--- src/pin_ctl_pkg.sv ---
package pin_ctl_pkg;

  // Register byte offsets on the APB window
  localparam logic [7:0] OFF_DATA      = 8'h00;
  localparam logic [7:0] OFF_INPUT     = 8'h04;
  localparam logic [7:0] OFF_DIR       = 8'h08;
  localparam logic [7:0] OFF_REDUCED   = 8'h0C;
  localparam logic [7:0] OFF_PULL_EN   = 8'h10;
  localparam logic [7:0] OFF_PULL_POL  = 8'h14;
  localparam logic [7:0] OFF_ROUTE_HI  = 8'h18;
  localparam logic [7:0] OFF_ROUTE_LO  = 8'h1C;
  localparam logic [7:0] OFF_EFF_DIR   = 8'h20;

  // Values after reset
  localparam logic [7:0] RST_DATA      = 8'h00;
  localparam logic [7:0] RST_DIR       = 8'h00;
  localparam logic [7:0] RST_REDUCED   = 8'h00;
  localparam logic [7:0] RST_PULL_EN   = 8'hFF;
  localparam logic [7:0] RST_PULL_POL  = 8'h00;
  localparam logic [1:0] RST_ROUTE_HI  = 2'h0;
  localparam logic [7:0] RST_ROUTE_LO  = 8'h00;
  localparam logic [2:0] RST_SYNC      = 3'h0;

  // Routing codes for channels 7 and 6
  localparam logic [1:0] ROUTE_PORT_S  = 2'h1;
  localparam logic [1:0] ROUTE_PORT_V  = 2'h2;

  // Field positions in the low routing register
  localparam int ROUTE_CH6_LSB = 6;
  localparam int ROUTE_CH5_BIT = 5;
  localparam int ROUTE_CH4_BIT = 4;

  // Line index of the channel that has the shutdown input
  localparam int LINE_SHUTDOWN = 7;

  // Pad controls of one 8-line port
  typedef struct packed {
    logic [7:0] out;
    logic [7:0] oe_n;
    logic [7:0] in_en;
    logic [7:0] reduced;
    logic [7:0] pull_en;
    logic [7:0] pull_down;
  } pad_ctl_t;

  // PWM channel outputs placed on an alternative port
  typedef struct packed {
    logic [7:0] s_en;
    logic [7:0] s_out;
    logic [3:0] v_en;
    logic [3:0] v_out;
  } pwm_route_t;

endpackage

--- src/pin_sync.sv ---
`timescale 1ns/1ns
`default_nettype none

module pin_sync #(
  parameter int WIDTH = 8
) (
  // Clock and reset
  input  wire logic             clk_i,
  input  wire logic             reset_i,
  // Raw and filtered levels
  input  wire logic [WIDTH-1:0] async_i,
  output logic      [WIDTH-1:0] sync_o
);

  logic [WIDTH-1:0] stage1_reg;
  logic [WIDTH-1:0] stage2_reg;
  logic [WIDTH-1:0] stage3_reg;

  // Three-stage chain; first stage feeds only the second
  always_ff @(posedge clk_i) begin
    if (reset_i) begin
      stage1_reg <= '0;
      stage2_reg <= '0;
      stage3_reg <= '0;
    end else begin
      stage1_reg <= async_i;
      stage2_reg <= stage1_reg;
      stage3_reg <= stage2_reg;
    end
  end

  // A bit changes once the last two stages agree
  always_ff @(posedge clk_i) begin
    if (reset_i) begin
      sync_o <= '0;
    end else begin
      for (int i = 0; i < WIDTH; i++) begin
        if (stage2_reg[i] == stage3_reg[i]) begin
          sync_o[i] <= stage3_reg[i];
        end
      end
    end
  end

endmodule

`default_nettype wire

--- src/port_p_pin_control_routing.sv ---
// Decided for this implementation: the address map and the APB interface to the registers.
`timescale 1ns/1ns
`default_nettype none

module port_p_pin_control_routing (
  // Clock and reset
  input  wire logic                    clk_i,
  input  wire logic                    reset_i,
  // APB slave
  input  wire logic                    psel_i,
  input  wire logic                    penable_i,
  input  wire logic                    pwrite_i,
  input  wire logic [7:0]              paddr_i,
  input  wire logic [31:0]             pwdata_i,
  input  wire logic [3:0]              pstrb_i,
  output logic      [31:0]             prdata_o,
  output logic                         pready_o,
  output logic                         pslverr_o,
  // Port P pads
  input  wire logic [7:0]              pad_in_i,
  output pin_ctl_pkg::pad_ctl_t        pad_ctl_o,
  // PWM and LCD segment driver
  input  wire logic [7:0]              pwm_en_i,
  input  wire logic [7:0]              pwm_out_i,
  input  wire logic                    pwm_shutdown_en_i,
  input  wire logic [7:0]              lcd_seg_en_i,
  // Alternative port placement of PWM outputs
  output pin_ctl_pkg::pwm_route_t      pwm_route_o,
  // Edge polarity for the port interrupt logic
  output logic      [7:0]              irq_rising_edge_o
);

  // Control registers
  logic [7:0] port_p_data_reg;
  logic [7:0] port_p_direction_reg;
  logic [7:0] port_p_reduced_drive_reg;
  logic [7:0] port_p_pull_enable_reg;
  logic [7:0] port_p_pull_polarity_reg;
  logic [1:0] pwm_route_high_reg;
  logic [7:0] pwm_route_low_reg;

  // Derived pin state
  logic [7:0] pin_level;
  logic [7:0] pwm_on_p;
  logic [7:0] force_out;
  logic [7:0] force_in;
  logic [7:0] is_output;
  logic [7:0] pin_out_next;
  logic [7:0] eff_dir_reg;

  // Bus decode
  logic       wr_access;
  logic       rd_access;
  logic       addr_hit;
  logic [7:0] rd_next;

  // Channel mask kept on port P for a routing setting
  function automatic logic [7:0] route_to_p(input logic [1:0] hi,
                                            input logic [7:0] lo);
    logic [1:0] ch6;
    ch6 = lo[pin_ctl_pkg::ROUTE_CH6_LSB +: 2];
    route_to_p[7]   = !(hi == pin_ctl_pkg::ROUTE_PORT_S ||
                        hi == pin_ctl_pkg::ROUTE_PORT_V);
    route_to_p[6]   = !(ch6 == pin_ctl_pkg::ROUTE_PORT_S ||
                        ch6 == pin_ctl_pkg::ROUTE_PORT_V);
    route_to_p[5:0] = ~lo[5:0];
  endfunction

  // Byte-lane merge for a write
  function automatic logic [7:0] lane0(input logic [7:0]  old_val,
                                       input logic [31:0] wdata,
                                       input logic [3:0]  strb);
    lane0 = strb[0] ? wdata[7:0] : old_val;
  endfunction

  // Filter the pad levels into the clock domain
  pin_sync #(
    .WIDTH (8)
  ) u_pin_sync (
    .clk_i   (clk_i),
    .reset_i (reset_i),
    .async_i (pad_in_i),
    .sync_o  (pin_level)
  );

  // APB handshake; every access completes in its first access cycle
  assign pready_o  = 1'b1;
  assign wr_access = psel_i && penable_i && pwrite_i && !pslverr_o;
  assign rd_access = psel_i && !penable_i && !pwrite_i;

  // Address decode; unmapped offsets answer with an error
  always_comb begin
    addr_hit = 1'b1;
    if (paddr_i == pin_ctl_pkg::OFF_DATA) begin
      rd_next = 8'h00;
      for (int i = 0; i < 8; i++) begin
        rd_next[i] = port_p_direction_reg[i] ? port_p_data_reg[i]
                                             : pin_level[i];
      end
    end else if (paddr_i == pin_ctl_pkg::OFF_INPUT) begin
      rd_next = pin_level;
    end else if (paddr_i == pin_ctl_pkg::OFF_DIR) begin
      rd_next = port_p_direction_reg;
    end else if (paddr_i == pin_ctl_pkg::OFF_REDUCED) begin
      rd_next = port_p_reduced_drive_reg;
    end else if (paddr_i == pin_ctl_pkg::OFF_PULL_EN) begin
      rd_next = port_p_pull_enable_reg;
    end else if (paddr_i == pin_ctl_pkg::OFF_PULL_POL) begin
      rd_next = port_p_pull_polarity_reg;
    end else if (paddr_i == pin_ctl_pkg::OFF_ROUTE_HI) begin
      rd_next = {6'h00, pwm_route_high_reg};
    end else if (paddr_i == pin_ctl_pkg::OFF_ROUTE_LO) begin
      rd_next = pwm_route_low_reg;
    end else if (paddr_i == pin_ctl_pkg::OFF_EFF_DIR) begin
      rd_next = eff_dir_reg;
    end else begin
      rd_next  = 8'h00;
      addr_hit = 1'b0;
    end
  end

  // Error flag is a pure function of the held address and the access phase
  assign pslverr_o = psel_i && penable_i && !addr_hit;

  // Read data captured in the setup cycle, held through access
  always_ff @(posedge clk_i) begin
    if (reset_i) begin
      prdata_o <= 32'h0000_0000;
    end else if (rd_access) begin
      prdata_o <= {24'h00_0000, rd_next};
    end
  end

  // Output latch of the port
  always_ff @(posedge clk_i) begin
    if (reset_i) begin
      port_p_data_reg <= pin_ctl_pkg::RST_DATA;
    end else if (wr_access && paddr_i == pin_ctl_pkg::OFF_DATA) begin
      port_p_data_reg <= lane0(port_p_data_reg, pwdata_i, pstrb_i);
    end
  end

  // Direction bits change only by software writes
  always_ff @(posedge clk_i) begin
    if (reset_i) begin
      port_p_direction_reg <= pin_ctl_pkg::RST_DIR;
    end else if (wr_access && paddr_i == pin_ctl_pkg::OFF_DIR) begin
      port_p_direction_reg <= lane0(port_p_direction_reg, pwdata_i,
                                    pstrb_i);
    end
  end

  // Drive strength selection
  always_ff @(posedge clk_i) begin
    if (reset_i) begin
      port_p_reduced_drive_reg <= pin_ctl_pkg::RST_REDUCED;
    end else if (wr_access && paddr_i == pin_ctl_pkg::OFF_REDUCED) begin
      port_p_reduced_drive_reg <= lane0(port_p_reduced_drive_reg,
                                        pwdata_i, pstrb_i);
    end
  end

  // Pull device enables, all on out of reset
  always_ff @(posedge clk_i) begin
    if (reset_i) begin
      port_p_pull_enable_reg <= pin_ctl_pkg::RST_PULL_EN;
    end else if (wr_access && paddr_i == pin_ctl_pkg::OFF_PULL_EN) begin
      port_p_pull_enable_reg <= lane0(port_p_pull_enable_reg,
                                      pwdata_i, pstrb_i);
    end
  end

  // Pull polarity and interrupt edge select
  always_ff @(posedge clk_i) begin
    if (reset_i) begin
      port_p_pull_polarity_reg <= pin_ctl_pkg::RST_PULL_POL;
    end else if (wr_access && paddr_i == pin_ctl_pkg::OFF_PULL_POL) begin
      port_p_pull_polarity_reg <= lane0(port_p_pull_polarity_reg,
                                        pwdata_i, pstrb_i);
    end
  end

  // Routing of channel 7; only two bits exist
  always_ff @(posedge clk_i) begin
    if (reset_i) begin
      pwm_route_high_reg <= pin_ctl_pkg::RST_ROUTE_HI;
    end else if (wr_access && paddr_i == pin_ctl_pkg::OFF_ROUTE_HI
                 && pstrb_i[0]) begin
      pwm_route_high_reg <= pwdata_i[1:0];
    end
  end

  // Routing of channels 6 to 0
  always_ff @(posedge clk_i) begin
    if (reset_i) begin
      pwm_route_low_reg <= pin_ctl_pkg::RST_ROUTE_LO;
    end else if (wr_access && paddr_i == pin_ctl_pkg::OFF_ROUTE_LO) begin
      pwm_route_low_reg <= lane0(pwm_route_low_reg, pwdata_i,
                                 pstrb_i);
    end
  end

  // Channels that are enabled and still placed on port P
  assign pwm_on_p = pwm_en_i &
                    route_to_p(pwm_route_high_reg, pwm_route_low_reg);

  // Override priority per line: LCD, shutdown, PWM, direction bit
  always_comb begin
    force_in  = 8'h00;
    force_out = 8'h00;
    for (int i = 0; i < 8; i++) begin
      if (lcd_seg_en_i[i]) begin
        force_in[i]  = 1'b0;
        force_out[i] = 1'b0;
      end else if (i == pin_ctl_pkg::LINE_SHUTDOWN && pwm_shutdown_en_i) begin
        force_in[i]  = 1'b1;
      end else if (pwm_on_p[i]) begin
        force_out[i] = 1'b1;
      end
    end
  end

  // Effective direction; stored bits used when nothing overrides
  always_comb begin
    for (int i = 0; i < 8; i++) begin
      if (lcd_seg_en_i[i] || force_in[i]) begin
        is_output[i] = 1'b0;
      end else if (force_out[i]) begin
        is_output[i] = 1'b1;
      end else begin
        is_output[i] = port_p_direction_reg[i];
      end
    end
  end

  // Value driven by each line
  always_comb begin
    for (int i = 0; i < 8; i++) begin
      pin_out_next[i] = pwm_on_p[i] ? pwm_out_i[i] : port_p_data_reg[i];
    end
  end

  // Effective direction as seen by software
  always_ff @(posedge clk_i) begin
    if (reset_i) begin
      eff_dir_reg <= pin_ctl_pkg::RST_DIR;
    end else begin
      eff_dir_reg <= is_output;
    end
  end

  // Pad controls registered; low output enable drives the pad
  always_ff @(posedge clk_i) begin
    if (reset_i) begin
      pad_ctl_o.out       <= 8'h00;
      pad_ctl_o.oe_n      <= 8'hFF;
      pad_ctl_o.in_en     <= 8'hFF;
      pad_ctl_o.reduced   <= 8'h00;
      pad_ctl_o.pull_en   <= pin_ctl_pkg::RST_PULL_EN;
      pad_ctl_o.pull_down <= pin_ctl_pkg::RST_PULL_POL;
    end else begin
      pad_ctl_o.out     <= pin_out_next;
      pad_ctl_o.oe_n    <= ~is_output;
      pad_ctl_o.in_en   <= ~lcd_seg_en_i;
      pad_ctl_o.reduced <= port_p_reduced_drive_reg & is_output;
      pad_ctl_o.pull_en <= port_p_pull_enable_reg & ~is_output &
                           ~lcd_seg_en_i;
      pad_ctl_o.pull_down <= port_p_pull_polarity_reg &
                             port_p_pull_enable_reg &
                             ~is_output & ~lcd_seg_en_i;
    end
  end

  // Edge polarity follows the pull polarity bits
  assign irq_rising_edge_o = port_p_pull_polarity_reg;

  // Placement of channels on ports S and V
  always_ff @(posedge clk_i) begin
    if (reset_i) begin
      pwm_route_o <= '0;
    end else begin
      pwm_route_o.s_en[1] <= pwm_en_i[7] &&
        pwm_route_high_reg == pin_ctl_pkg::ROUTE_PORT_S;
      pwm_route_o.v_en[3] <= pwm_en_i[7] &&
        pwm_route_high_reg == pin_ctl_pkg::ROUTE_PORT_V;
      pwm_route_o.s_en[0] <= pwm_en_i[6] &&
        pwm_route_low_reg[pin_ctl_pkg::ROUTE_CH6_LSB +: 2] ==
        pin_ctl_pkg::ROUTE_PORT_S;
      pwm_route_o.v_en[2] <= pwm_en_i[6] &&
        pwm_route_low_reg[pin_ctl_pkg::ROUTE_CH6_LSB +: 2] ==
        pin_ctl_pkg::ROUTE_PORT_V;
      pwm_route_o.v_en[1] <= pwm_en_i[5] &&
        pwm_route_low_reg[pin_ctl_pkg::ROUTE_CH5_BIT];
      pwm_route_o.v_en[0] <= pwm_en_i[4] &&
        pwm_route_low_reg[pin_ctl_pkg::ROUTE_CH4_BIT];
      pwm_route_o.s_en[7:4] <= pwm_en_i[3:0] &
                               pwm_route_low_reg[3:0];
      pwm_route_o.s_en[3:2] <= 2'h0;
      pwm_route_o.s_out <= {pwm_out_i[3:0], 2'h0,
                            pwm_out_i[7], pwm_out_i[6]};
      pwm_route_o.v_out <= {pwm_out_i[7], pwm_out_i[6],
                            pwm_out_i[5], pwm_out_i[4]};
    end
  end

endmodule

`default_nettype wire

--- config.mk ---
export PLATFORM = sky130hd
export DESIGN_NAME = port_p_pin_control_routing
export DESIGN_NICKNAME = d
export VERILOG_FILES = /design/src/pin_ctl_pkg.sv /design/src/pin_sync.sv /design/src/port_p_pin_control_routing.sv
export SDC_FILE = /design/constraint.sdc
export NUM_CORES = 1
export LEC_CHECK = 0
export BUFFER_PORTS_ARGS = -buffer_cell sky130_fd_sc_hd__buf_4
export CORE_MARGIN = 10
export CORE_UTILIZATION = 45
export CTS_CLUSTER_DIAMETER = 50
export DETAILED_ROUTE_END_ITERATION = 10
export PLACE_DENSITY = 0.72
export SLEW_MARGIN = 10
export SYNTH_ARGS = -nofsm -noshare
export SYNTH_HDL_FRONTEND = slang
export SYNTH_HIERARCHICAL = 1
export SYNTH_SLANG_ARGS = --single-unit
--- constraint.sdc ---
create_clock -name clk_i -period 4.7 [get_ports clk_i]
set_input_delay 0.47 -clock clk_i [delete_from_list [all_inputs] [get_ports clk_i]]
set_output_delay 0.47 -clock clk_i [all_outputs]
set_load 0.01 [all_outputs]
==> results.txt <==
Vias: 5041
minimum clock period: 2556 ps
WS Path Type: primary input to flop
Post-Synth Simple-Gate Area: 20.10%
placed cell count: 954
setup bufs post-CTS: 0
Post-Synth Adder-Cell Area: 0.7868%
cts bufs inserted: 17
sequential cell area fraction in the yosys report: 51.61%
setup violators final: 0
Post-Route WL: 16430 µm
wire per inst: 16.66 µm
Top reg by flops: pad_ctl_o
Cell Area, Synth: 6361 µm²
Worst Skew: 6.245 ps
num rows: 43
setup_tns: 0 ps
Max FO, Critical Path: 12
largest net degree at the start of global routing: 89
Max transition margin: 19.73%
final hold vios: 0
final global-route overflow total: 0
final non-filler cell total: 986
Leakage: 3.480 nW
Cell Pwr Density: 370.0 nW/µm²
Die W: 138.9 µm
Critical Path RT: 5020 ps
register bit total from synthesis: 164
vias per inst: 5.113
most numerous cell in the Yosys netlist: dfxtp_1
1st-iter DRT viols: 434
Synth Instances: 667
status: finished, final reports clean
drt pass-1 iters: 6
area of the die: 19290 µm²
crit end category: flop
Setup crit start kind: primary input
ANT cells: 0
mux cell area share after synthesis: 8.399%
Final period util: 54.39%
Nets: 879
fmax: 391.2 MHz
Regs by FF count: pad_ctl_o: 48 flops, pwm_route_o: 18 flops
worst skew pair latency: 420 ps
Yosys top cell area share: 51.61%
max FFs per register: 48
Syn Area/Cell: 9.537 µm²
first-pass GRT wire length: 25830 µm
commonest cells in the netlist: dfxtp_1, nor2_1, mux2i_1, nor2b_1, nand2_1
Initial Util: 45.83%
dpl hpwl: 11870 µm
number of synthesized flops with an enable pin: 0
die extent in y: 138.9 µm
xor/xnor share of the synthesized area: 0%
fraction of registers with async set/reset: 0%
initial antenna violation count: 0
CTS resizes: 0
total power: 2.937 mW
clock sinks: 164
CTS tree: yes
Routed Antenna Nets: 0
Area growth, synth to finish: 24.78%
clk slew on worst S/H paths: 60 ps
GRT Resource Usage Total: 16.35%
RSZ-0062 raised after global routing: false
reg2reg setup slack: 3240 ps
Hold Path Class: primary input to flop
top cells by area, synth: dfxtp_1, mux2i_1, nor2_1
fin. max-slew vios: 0
hold_buf cts: 0
Worst VDD drop: 0.2116 mV
DRC Markers: 0
Distinct cells, synth: 55
largest family of logic cells by synthesized area: simple AND/OR/NAND/NOR gates
final worst setup slack: 2144 ps
Post-Place Worst Slack: 1840 ps
cell taking the most area after synthesis: dfxtp_1
critical path data arrival time: 2870 ps
vias in the first global route: 4873
YS warnings: 6
GP Congestion: 0.9124
IO Port Bufs: 139
complex-gate fraction of the synthesized area: 11.07%
Longest Clk Path Bufs: 2
core area: 13880 µm²
I/O Pins: 196
slew at the pin closest to its max-slew limit: 1194 ps
Synth Flop Type: dfxtp_1
H-tree levels: 4
share of cells above drive strength 1: 22.95%
max cap viols: 0
root buffer cell: clkbuf_16
-- per-layer routing --
metal | GRT usage (%) | up-vias | share of wire (%)
met5 | 0 | - | 0
met4 | 5.382 | 0 | 1.4
met3 | 5.445 | 18 | 8.6
met2 | 26.31 | 223 | 47
met1 | 20.10 | 2333 | 43
li1 | - | 2467 | -
-- where the power goes --
part	switching, mW	internal, mW
Combinational	0.113	0.0852
Sequential	0.00929	1.42
Clock	0.516	0.794
-- final cells by class --
type,instances,area (µm²)
flip-flops and latches,164,3283
clock buffers,23,457.9
inverters,33,123.9
multi-input cells,435,2676
well taps,180,225.2
clock inverters,9,105.1
repair buffers,142,1066
fillers,1210,5943
-- worst max-delay path, stage by stage --
cell and delay, ps:
buf_4 110, or4_4 640, nor4_2 1000, a32o_1 240, a21oi_1 90, o41ai_1 320
-- path summary, 6_finish.rpt --
path              cells after the start                startpoint                       end
setup / recovery                      6                paddr_i[1]               prdata_o[1]
hold / removal                        2           lcd_seg_en_i[0]             pad_ctl_o[24]
setup reg to reg                      5     pwm_route_high_reg[0]              pad_ctl_o[7]
hold reg to reg                       1  u_pin_sync/stage1_reg[1]  u_pin_sync/stage2_reg[1]
-- logic make-up after synthesis --
group | Yosys count
and+or+nand+nor | 247
DFF | 164
AOI/OAI and AO/OA | 102
buffers and inverters | 95
muxes | 53
adders and majority gates | 4
other | 2
-- placed cells by master, fill, tap and decap left out, types with 4 or more instances in the layout --
master	count
dfxtp_1	164
buf_4	142
nor2_1	96
mux2i_1	50
nor2b_1	40
nand2_1	37
inv_1	33
conb_1	29
a21oi_1	24
o21ai_0	19
nand2b_1	18
clkbuf_16	17
nor3_1	12
a31oi_1	9
a211o_1	8
and2_1	8
nand4_1	5
nand3_1	5
clkbuf_1	5
or3_1	4
and3b_1	4
a21o_1	4
a31o_2	4
and4_1	4
ha_1	4
clkinv_2	4
-- stage by stage --
| stage | area (µm²) | utilization (%) | hold WS [ps] |
|---|---|---|---|
| detailed placement | 7375 | 53.13 | 425.6 |
| finish | 7938 | 57.18 | 229.7 |
| floorplan | 6462 | - | 413.8 |
| global placement | 7375 | 53.13 | 420.2 |
| global route | 7938 | 57.18 | 220.5 |
| CTS | 7938 | 57.18 | 214.4 |
No activity file was read; power rests on OpenSTA's default activity.
